### config.mk
export PLATFORM = sky130hd
export DESIGN_NAME = tpio_top
export DESIGN_NICKNAME = d
export VERILOG_FILES = /design/src/verilog/tpio_top.v
export VERILOG_INCLUDE_DIRS = /design/src /design/src/inc
export SDC_FILE = /design/constraint.sdc
export NUM_CORES = 1
export LEC_CHECK = 0
export BUFFER_PORTS_ARGS = -buffer_cell sky130_fd_sc_hd__buf_2
export CAP_MARGIN = 20
export CORE_UTILIZATION = 45
export DETAILED_ROUTE_END_ITERATION = 8
export GPL_ROUTABILITY_DRIVEN = 0
export PLACE_DENSITY = 0.81
export RECOVER_POWER = 100
export SYNTH_ARGS = -nofsm -noshare
export SYNTH_HDL_FRONTEND = slang
export SYNTH_SLANG_ARGS = --single-unit
export TNS_END_PERCENT = 30
### constraint.sdc
create_clock -name CLK -period 4.1 [get_ports CLK]
set_clock_uncertainty 0.15 [all_clocks]
set_input_delay 0.82 -clock CLK [delete_from_list [all_inputs] [get_ports CLK]]
set_output_delay 0.82 -clock CLK [all_outputs]
set_load 0.02 [all_outputs]
### src/inc/tpio_defines.vh
// Purpose: Constants for the channel 4/5 pin I/O control block
// Assumes: 32-bit APB, byte addresses, one register per aligned word
// Notes:   Field bits live in the low nibble of each control register
`ifndef TPIO_DEFINES_VH
`define TPIO_DEFINES_VH

// Register byte offsets
`define TPIO_OFF_CH4_CTL   8'h00
`define TPIO_OFF_CH5_CTL   8'h04
`define TPIO_OFF_CH4_GRA   8'h08
`define TPIO_OFF_CH5_GRA   8'h0c
`define TPIO_OFF_STATUS    8'h10

// Field positions inside a control register
`define TPIO_BIT_FUNC      3
`define TPIO_BIT_LVL_SRC   2
`define TPIO_BIT_ACT_HI    1
`define TPIO_BIT_ACT_LO    0

// Action codes on the low two bits
`define TPIO_ACT_OFF       2'h0
`define TPIO_ACT_LOW       2'h1
`define TPIO_ACT_HIGH      2'h2
`define TPIO_ACT_TOGGLE    2'h3

// Reset values
`define TPIO_CTL_RST       8'h00
`define TPIO_GRA_RST       16'hffff

// Status register bit positions
`define TPIO_ST_PIN4       0
`define TPIO_ST_PIN5       1
`define TPIO_ST_OE4        2
`define TPIO_ST_OE5        3

`endif

### src/verilog/tpio_top.v
// Purpose: Pin I/O control of general register A, timer channels 4 and 5
// Assumes: Counter values and channel 3 event arrive synchronous to CLK
// Notes:   Registers over APB, zero wait states; unmapped access errors
`timescale 1ns/100ps
`default_nettype none
`include "tpio_defines.vh"

// Overview of operation
// - Output compare, low bits 01: drive pin low at each compare match.
// - Output compare, low bits 10: drive pin high at each compare match.
// - Output compare, low bits 11: invert pin level at each compare match.
// - Input capture, low bits 00: load counter into register on rising pin edge.
// - Input capture, low bits 01: load counter on falling pin edge.
// - Input capture, bit 1 set: capture on both edges, bit 0 ignored.
// - Channel 4, top two bits set: capture source is channel 3 register A event.
// - Channel 4 cascaded: capture counter on channel 3 compare match or capture.
module tpio_top #(
    parameter CW = 16
) (
    // Clock and reset
    input  wire          CLK,
    input  wire          RESET_N,
    // APB slave
    input  wire          PSEL,
    input  wire          PENABLE,
    input  wire          PWRITE,
    input  wire [7:0]    PADDR,
    input  wire [31:0]   PWDATA,
    output wire          PREADY,
    output wire          PSLVERR,
    output reg  [31:0]   PRDATA,
    // Timer counters and channel 3 event
    input  wire [CW-1:0] CNT4,
    input  wire [CW-1:0] CNT5,
    input  wire          CH3_GRA_EVENT,
    // Channel 4 pin A
    input  wire          CH4_PIN_A_IN,
    output wire          CH4_PIN_A_OUT,
    output wire          CH4_PIN_A_OE,
    // Channel 5 pin A
    input  wire          CH5_PIN_A_IN,
    output wire          CH5_PIN_A_OUT,
    output wire          CH5_PIN_A_OE,
    // Event pulses, one cycle, registered
    output reg           CH4_MATCH,
    output reg           CH4_CAPTURE,
    output reg           CH5_MATCH,
    output reg           CH5_CAPTURE
);

    // Storage
    reg [7:0]    ch4_pin_io_control_r;
    reg [7:0]    ch5_pin_io_control_r;
    reg [CW-1:0] ch4_general_reg_a_r;
    reg [CW-1:0] ch5_general_reg_a_r;
    reg          pin4_r;
    reg          pin5_r;
    reg          in4_prev_r;
    reg          in5_prev_r;
    reg          eq4_prev_r;
    reg          eq5_prev_r;

    // Bus decode
    wire         acc     = PSEL & PENABLE;
    wire         wr      = acc & PWRITE;
    wire         hit_c4  = (PADDR == `TPIO_OFF_CH4_CTL);
    wire         hit_c5  = (PADDR == `TPIO_OFF_CH5_CTL);
    wire         hit_g4  = (PADDR == `TPIO_OFF_CH4_GRA);
    wire         hit_g5  = (PADDR == `TPIO_OFF_CH5_GRA);
    wire         hit_st  = (PADDR == `TPIO_OFF_STATUS);
    wire         mapped  = hit_c4 | hit_c5 | hit_g4 | hit_g5 | hit_st;
    // Status is read only, so a write to it is refused too
    wire         bad     = ~mapped | (PWRITE & hit_st);

    assign PREADY  = 1'b1;
    assign PSLVERR = acc & bad;

    // Output compare mode when the top field bit is clear
    function is_compare;
        input [7:0] ctl;
        begin
            is_compare = ~ctl[`TPIO_BIT_FUNC];
        end
    endfunction

    // Pin level after a compare match
    function next_level;
        input [7:0] ctl;
        input       lvl;
        begin
            case (ctl[`TPIO_BIT_ACT_HI:`TPIO_BIT_ACT_LO])
                `TPIO_ACT_LOW:    next_level = 1'b0;
                `TPIO_ACT_HIGH:   next_level = 1'b1;
                `TPIO_ACT_TOGGLE: next_level = ~lvl;
                default:          next_level = lvl;
            endcase
        end
    endfunction

    // Pin-edge capture decision
    function edge_hit;
        input [7:0] ctl;
        input       rise;
        input       fall;
        begin
            if (ctl[`TPIO_BIT_ACT_HI]) begin
                edge_hit = rise | fall;
            end else if (ctl[`TPIO_BIT_ACT_LO]) begin
                edge_hit = fall;
            end else begin
                edge_hit = rise;
            end
        end
    endfunction

    // Edges of the pin inputs and first cycle of a counter match
    wire rise4 = CH4_PIN_A_IN & ~in4_prev_r;
    wire fall4 = ~CH4_PIN_A_IN & in4_prev_r;
    wire rise5 = CH5_PIN_A_IN & ~in5_prev_r;
    wire fall5 = ~CH5_PIN_A_IN & in5_prev_r;
    wire eq4   = (CNT4 == ch4_general_reg_a_r);
    wire eq5   = (CNT5 == ch5_general_reg_a_r);
    // One match per arrival, so a stalled counter does not toggle repeatedly
    wire match4 = is_compare(ch4_pin_io_control_r) & eq4 & ~eq4_prev_r;
    wire match5 = is_compare(ch5_pin_io_control_r) & eq5 & ~eq5_prev_r;

    // Channel 4 capture: cascaded source replaces the pin
    wire casc4 = ch4_pin_io_control_r[`TPIO_BIT_FUNC]
               & ch4_pin_io_control_r[`TPIO_BIT_LVL_SRC];
    wire cap4  = ~is_compare(ch4_pin_io_control_r)
               & (casc4 ? CH3_GRA_EVENT
                        : edge_hit(ch4_pin_io_control_r, rise4, fall4));
    // Channel 5 never looks at bit 2 in capture mode
    wire cap5  = ~is_compare(ch5_pin_io_control_r)
               & edge_hit(ch5_pin_io_control_r, rise5, fall5);

    // Output enable: compare mode with a non-zero action
    assign CH4_PIN_A_OE  = is_compare(ch4_pin_io_control_r)
        & (ch4_pin_io_control_r[`TPIO_BIT_ACT_HI:`TPIO_BIT_ACT_LO] != `TPIO_ACT_OFF);
    assign CH5_PIN_A_OE  = is_compare(ch5_pin_io_control_r)
        & (ch5_pin_io_control_r[`TPIO_BIT_ACT_HI:`TPIO_BIT_ACT_LO] != `TPIO_ACT_OFF);
    assign CH4_PIN_A_OUT = pin4_r;
    assign CH5_PIN_A_OUT = pin5_r;

    // Control registers and pin levels
    always @(posedge CLK) begin
        if (!RESET_N) begin
            ch4_pin_io_control_r <= `TPIO_CTL_RST;
            ch5_pin_io_control_r <= `TPIO_CTL_RST;
            pin4_r               <= 1'b0;
            pin5_r               <= 1'b0;
        end else begin
            // A control write loads the initial level from bit 2
            if (wr & hit_c4) begin
                ch4_pin_io_control_r <= PWDATA[7:0];
                pin4_r               <= PWDATA[`TPIO_BIT_LVL_SRC];
            end else if (match4) begin
                pin4_r <= next_level(ch4_pin_io_control_r, pin4_r);
            end
            if (wr & hit_c5) begin
                ch5_pin_io_control_r <= PWDATA[7:0];
                pin5_r               <= PWDATA[`TPIO_BIT_LVL_SRC];
            end else if (match5) begin
                pin5_r <= next_level(ch5_pin_io_control_r, pin5_r);
            end
        end
    end

    // General registers A; a capture wins over a software write
    always @(posedge CLK) begin
        if (!RESET_N) begin
            ch4_general_reg_a_r <= `TPIO_GRA_RST;
            ch5_general_reg_a_r <= `TPIO_GRA_RST;
        end else begin
            if (cap4) begin
                ch4_general_reg_a_r <= CNT4;
            end else if (wr & hit_g4) begin
                ch4_general_reg_a_r <= PWDATA[CW-1:0];
            end
            if (cap5) begin
                ch5_general_reg_a_r <= CNT5;
            end else if (wr & hit_g5) begin
                ch5_general_reg_a_r <= PWDATA[CW-1:0];
            end
        end
    end

    // Edge and match history, event pulses
    always @(posedge CLK) begin
        if (!RESET_N) begin
            in4_prev_r  <= 1'b0;
            in5_prev_r  <= 1'b0;
            eq4_prev_r  <= 1'b0;
            eq5_prev_r  <= 1'b0;
            CH4_MATCH   <= 1'b0;
            CH5_MATCH   <= 1'b0;
            CH4_CAPTURE <= 1'b0;
            CH5_CAPTURE <= 1'b0;
        end else begin
            in4_prev_r  <= CH4_PIN_A_IN;
            in5_prev_r  <= CH5_PIN_A_IN;
            eq4_prev_r  <= eq4;
            eq5_prev_r  <= eq5;
            CH4_MATCH   <= match4;
            CH5_MATCH   <= match5;
            CH4_CAPTURE <= cap4;
            CH5_CAPTURE <= cap5;
        end
    end

    // Read data, registered for the access phase edge
    always @(posedge CLK) begin
        if (!RESET_N) begin
            PRDATA <= 32'h00000000;
        end else if (PSEL & ~PENABLE & ~PWRITE) begin
            PRDATA <= 32'h00000000;
            if (hit_c4) begin
                PRDATA[7:0] <= ch4_pin_io_control_r;
            end else if (hit_c5) begin
                PRDATA[7:0] <= ch5_pin_io_control_r;
            end else if (hit_g4) begin
                PRDATA[CW-1:0] <= ch4_general_reg_a_r;
            end else if (hit_g5) begin
                PRDATA[CW-1:0] <= ch5_general_reg_a_r;
            end else if (hit_st) begin
                PRDATA[`TPIO_ST_PIN4] <= pin4_r;
                PRDATA[`TPIO_ST_PIN5] <= pin5_r;
                PRDATA[`TPIO_ST_OE4]  <= CH4_PIN_A_OE;
                PRDATA[`TPIO_ST_OE5]  <= CH5_PIN_A_OE;
            end
        end
    end

endmodule
`default_nettype wire

Word-level counts from Yosys, hierarchy flattened

Index checks and enable logic that the tools add are counted.

Output and inout port bits: 42
Logic and storage cells: 104
Bits in registers: 74
Bits of input ports: 80

Bitwise operators: 43
Mux-type cells: 23
Eq/ne operators: 12
Reduce and logical (&&, ||, !) cells: 11

Operators by type and width:

| cell                                                             | number |
|---|---|
| 16-bit 2-to-1 mux                                                | 5 |
| 16-bit == test                                                   | 2 |
| 8-bit 2-to-1 mux                                                 | 4 |
| 1-bit AND                                                        | 23 |
| 8-bit by 4-bit == test with 1-bit output (second input constant) | 2 |
| 1-bit NOT                                                        | 13 |
| 12-bit 2-to-1 mux                                                | 1 |
| 2-bit nonzero test                                               | 6 |
| 1-bit 2-to-1 mux                                                 | 9 |
| 2-bit == test (second input constant)                            | 4 |
| 8-bit by 3-bit == test with 1-bit output (second input constant) | 1 |
| 8-bit by 5-bit == test with 1-bit output (second input constant) | 1 |
| 8-bit zero test                                                  | 1 |
| 4-bit 2-to-1 mux                                                 | 2 |
| 4-bit nonzero test                                               | 2 |
| 1-bit OR                                                         | 7 |
| 1-bit one-hot mux with 3 select lines                            | 2 |
| 2-bit by 1-bit == test with 1-bit output (second input constant) | 2 |
| 2-bit AND reduction                                              | 2 |

Depth between registers and ports, before layout

Depth in word-level cells: 8
Mapped depth: 9
Depth with buffers taken out: 7

Worst setup path after synthesis

OpenSTA, ideal clock, no wires.

Path kind: in2out
Start: in PADDR[2]
End: out PSLVERR
Path buffers: 2
Stages on the path: 4
Data required time: 3130 ps
Setup slack: 1279 ps
Arrival time: 1851 ps
Cells stage by stage: clkbuf_1 -> buf_2 -> o31a_1 -> o311a_1

Longest elaborated chain between the ends: 8
Elaborated cells on any way between the ends: 13
Classes of those cells: eq/ne: 4; bitwise: 8; reduce/logical: 1

RTL lines:

| item                                                                                         | RTL line      | text |
|---|---|---|
| start, declared                                                                              | tpio_top.v:27 | `input wire [7:0] PADDR,` |
| 8-bit by 3-bit == test with 1-bit output (no source line) or 8-bit zero test (tied branches) | n/a           |  |
| 1-bit OR (4 in series)                                                                       | tpio_top.v:71 | `wire mapped = hit_c4 \| hit_c5 \| hit_g4 \| hit_g5 \| hit_st;` |
| 1-bit NOT                                                                                    | tpio_top.v:73 | `wire bad = ~mapped \| (PWRITE & hit_st);` |
| 1-bit OR (*)                                                                                 | tpio_top.v:73 |  |
| 1-bit AND (*)                                                                                | tpio_top.v:76 | `assign PSLVERR = acc & bad;` |
| end, declared                                                                                | tpio_top.v:30 | `output wire PSLVERR,` |

Mark *: on every way between the ends. The rest lies on a longest branch, timed or not.

Final worst setup path

Start: in RESET_N
End: reg ch5_pin_io_control_r[2]

RTL lines:

| item                 | RTL line       | text |
|---|---|---|
| start, declared      | tpio_top.v:22  | `input wire RESET_N,` |
| end signal, assigned | tpio_top.v:149 | `` ch5_pin_io_control_r <= `TPIO_CTL_RST; `` |
| end signal, assigned | tpio_top.v:161 | `ch5_pin_io_control_r <= PWDATA[7:0];` |
| end, declared        | tpio_top.v:53  | `reg [7:0] ch5_pin_io_control_r;` |

No word-level cell between the ends.

==> impl_results.md <==
* Sum of buffers and inverters on the critical path at 3
* Slew Limit Fails at 42
* Initial Util at 47.0%
* Post-synth top area cell: dfxtp_1
* Unique masters post-synth at 51
* Clk pwr share at 45.6%
* Via count at 3793
* Worst IR drop on VDD at 0.158 mV
* Leak at 1.85 nW
* Worst R2R Setup Slack at 2.14 ns
* Number of setup buffers added after CTS at 0
* CTS Buffer Depth at 2
* Worst path required time at 4.21 ns
* Core Util, Final at 53.9%
* Max Used Layer: met4
* Final cycle utilization of the critical path at 83.0%
* Final WS setup at 0.699 ns
* CTS Hold Bufs at 0
* Fin nets at 632
* Yosys warns at 0
* Critical path's slowest cell: clkbuf_1
* Top FF cell, synth: dfxtp_1
* Status: complete, but fails checks
* Layout cells sized above 1 at 21.6%
* Least-Margin Pin Slew at 1.89 ns
* Power Density at 333 nW/um2
* M1 wire length at 4650 um
* Synth area leaders: dfxtp_1 (36%), xor2_1 (6.8%), mux2_2 (6.5%)
* Maximum fanout along the worst path at 41
* RSZ-0062 raised after global routing: no
* Antenna Nets Post-Route at 0
* Post-route minimum period at 3.40 ns
* Switching share of power at 23.6%
* CTS clk-pin slew, worst paths at 0.07 ns
* Post-placement setup slack at 0.825 ns
* Number of vias per cell at 5.76
* First-pass GRT wire length at 18100 um
* Antenna Cells at 0
* Post-synthesis sequential area ratio at 35.8%
* Mapped Cells at 472
* CP startpoint: RESET_N
* FF-to-FF End: ch4_general_reg_a_r[4]$_SDFFE_PN1P_
* DP HPWL at 8310 um
* Most frequent cells in the layout: dfxtp_1 (74), nand2_1 (64), buf_2 (60)
* WL/cell at 17.4 um
* Worst reg2reg path depth at 7
* Crit end category: flip-flop
* # IOs at 122
* Syn Area/Cell at 8.77 um2
* Clk_lat worst skew at 0.35 ns
* Die Ht at 97.9 um
* Post-DP Area at 4540 um2
* Max_cap viols at 1
* Max frequency at 294 MHz
* Core Footprint at 8810 um2
* Number of global-route vias before repair at 3624
* Final instance area at 4740 um2
* Synthesized area at 4140 um2
* Port bufs at 88
* NetSw at 372 uW
* DRT Pass-1 Iters at 9
* DRT iter0 DRCs at 310
* H-tree levels at 3
* Relative slew margins at -25.7%
* Gr usage total at 24.1%
* Commonest non-fill, non-tap cell in the layout: dfxtp_1
* Worst R2R Start: in4_prev_r$_SDFF_PN0_
* Die Footprint at 9580 um2
* CTS tree: built
* Failing checks: design-rule violations, max-capacitance violations, max-slew violations
* Max stage delay on crit path at 1.32 ns
* Number of gates resized after cts at 0
* Int Power at 1.21 mW
* Worst setup SP type: input pin
* Flop pwr share at 45.7%
* Worst hold path type: flip-flop to flip-flop
* Final WL at 11400 um
* WP data arrival at 3.51 ns
* Met3 WL at 975 um
* Met2 WL post-DR at 5380 um
* Setup_tns at 0 ns
* CTS Buf Count at 9
* CP Class: input pin to flip-flop
* Number of enable flip-flop cells after synthesis at 0
* Root Driver: clkbuf_8
* Rows at 34
* Crit path to: ch5_pin_io_control_r[2]$_SDFFE_PN0P_
* Synth Register Bits at 74
* Sink Count at 74
* Synth async-reset ratio at 0%
* Crit path cell chain: clkbuf_1 -> clkinv_1 -> clkbuf_2 -> a21oi_1
* Top Family by Delay on Critical Path: buffers and inverters
* Area growth syn-to-layout at 14.6%
* Residual DRC at 8
* Die width at 97.9 um
* Final Setup Violations at 0
* Critical path depth at 4
* Logic pwr share at 8.7%
* Initial antenna violation count at 0
* Final Hold Fails at 0
* Pin count of the biggest net entering global routing at 42
* Area share of the largest cell type after synthesis at 35.8%
* Gr ovfl total at 0
registers in the layout, indices dropped and copies added (netlist names), 8 cells and up:
| signal | cells |
|---|---|
| PRDATA | 16 |
| ch4_general_reg_a_r | 16 |
| ch5_pin_io_control_r | 8 |
| ch4_pin_io_control_r | 8 |
| ch5_general_reg_a_r | 16 |
routing by layer:
layer,vias to the layer above,GRT usage [%]
li1,1782,-
met1,1764,31.0
met2,203,37.9
met3,44,4.87
met4,0,13.1
met5,-,0
cell usage after synthesis, types with 2 or more instances:
cell type / count
dfxtp_1: 74
nand2_1: 64
nand3_1: 50
xor2_1: 32
a21oi_1: 30
mux2i_1: 26
mux2_2: 24
nor2_1: 22
buf_4: 20
clkbuf_1: 18
nand4_1: 18
nor4_1: 11
ha_1: 7
inv_1: 6
buf_2: 5
and3_1: 4
mux4_2: 4
nand2b_1: 4
a2111oi_0: 3
a2bb2oi_1: 3
and2_1: 3
buf_6: 3
nor3_1: 3
o21ai_0: 3
o31ai_1: 3
a211oi_1: 2
and4_1: 2
conb_1: 2
nor3_4: 2
or2_2: 2
or3_4: 2
power groups by stage:
stage	clock network [mW]	registers [mW]	logic, mW
final	0.718	0.721	0.138
after global placement	0	0.738	0.135
after CTS	0.717	0.721	0.137
after global routing	0.756	0.721	0.148
after floorplan	0	0.739	0.0856
after detailed placement	0	0.738	0.136
how the worst min path moves through the flow:
stage / depth (start not counted) / slack [ns] / endpoint / startpoint
CTS: 2 / 0.30 / PRDATA[4]$_SDFFE_PN0P_ / PRDATA[4]$_SDFFE_PN0P_
floorplan: 1 / 0.27 / CH4_MATCH$_SDFF_PN0_ / eq4_prev_r$_SDFF_PN0_
detailed placement: 2 / 0.29 / PRDATA[4]$_SDFFE_PN0P_ / PRDATA[4]$_SDFFE_PN0P_
global route: 2 / 0.33 / ch5_pin_io_control_r[6]$_SDFFE_PN0P_ / ch5_pin_io_control_r[6]$_SDFFE_PN0P_
global placement: 2 / 0.28 / ch5_pin_io_control_r[6]$_SDFFE_PN0P_ / ch5_pin_io_control_r[6]$_SDFFE_PN0P_
finish: 2 / 0.30 / PRDATA[4]$_SDFFE_PN0P_ / PRDATA[4]$_SDFFE_PN0P_
cell type report:
cell class                      instances  area (um2)
Timing Repair Buffer                   94         448
Clock buffer                           12         155
Inverter                                7        26.3
Multi-Input combinational cell        359        2400
Sequential cell                        74        1480
Clock inverter                          4        97.6
Fill cell                             814        4060
Tap cell                              108         135
worst reg2reg max path: stages (launching register included):
cell and delay, ns:
dfxtp_1 0.32, ha_1 0.26, and2_1 0.15, a211oi_1 0.25, o21ai_2 0.09, buf_4 0.25, mux2i_1 0.20, nand2_1 0.08
per-stage QoR:
step,hold WS [ns],std cells,power (mW)
6_report,0.305,658,1.58
5_1_grt,0.330,658,1.63
4_1_cts,0.305,658,1.58
3_5_place_dp,0.295,642,0.874
3_3_place_gp,0.284,642,0.873
2_1_floorplan,0.273,487,0.824
kinds of logic (layout without fill, tap and decap cells):
kind of cell               Yosys count  in the layout  synth area share [%]
other                                2             17                 0.182
xor gates and xnor gates            32             32                  6.77
DFF                                 74             74                  35.8
adders and majority gates            7              7                  2.12
and+or+nand+nor                    195            195                  24.2
muxes                               55             55                  15.3
AOI/OAI and AO/OA                   53             53                  8.26
buffers and inverters               54            117                  7.41
(Power assumes the default switching activity.)
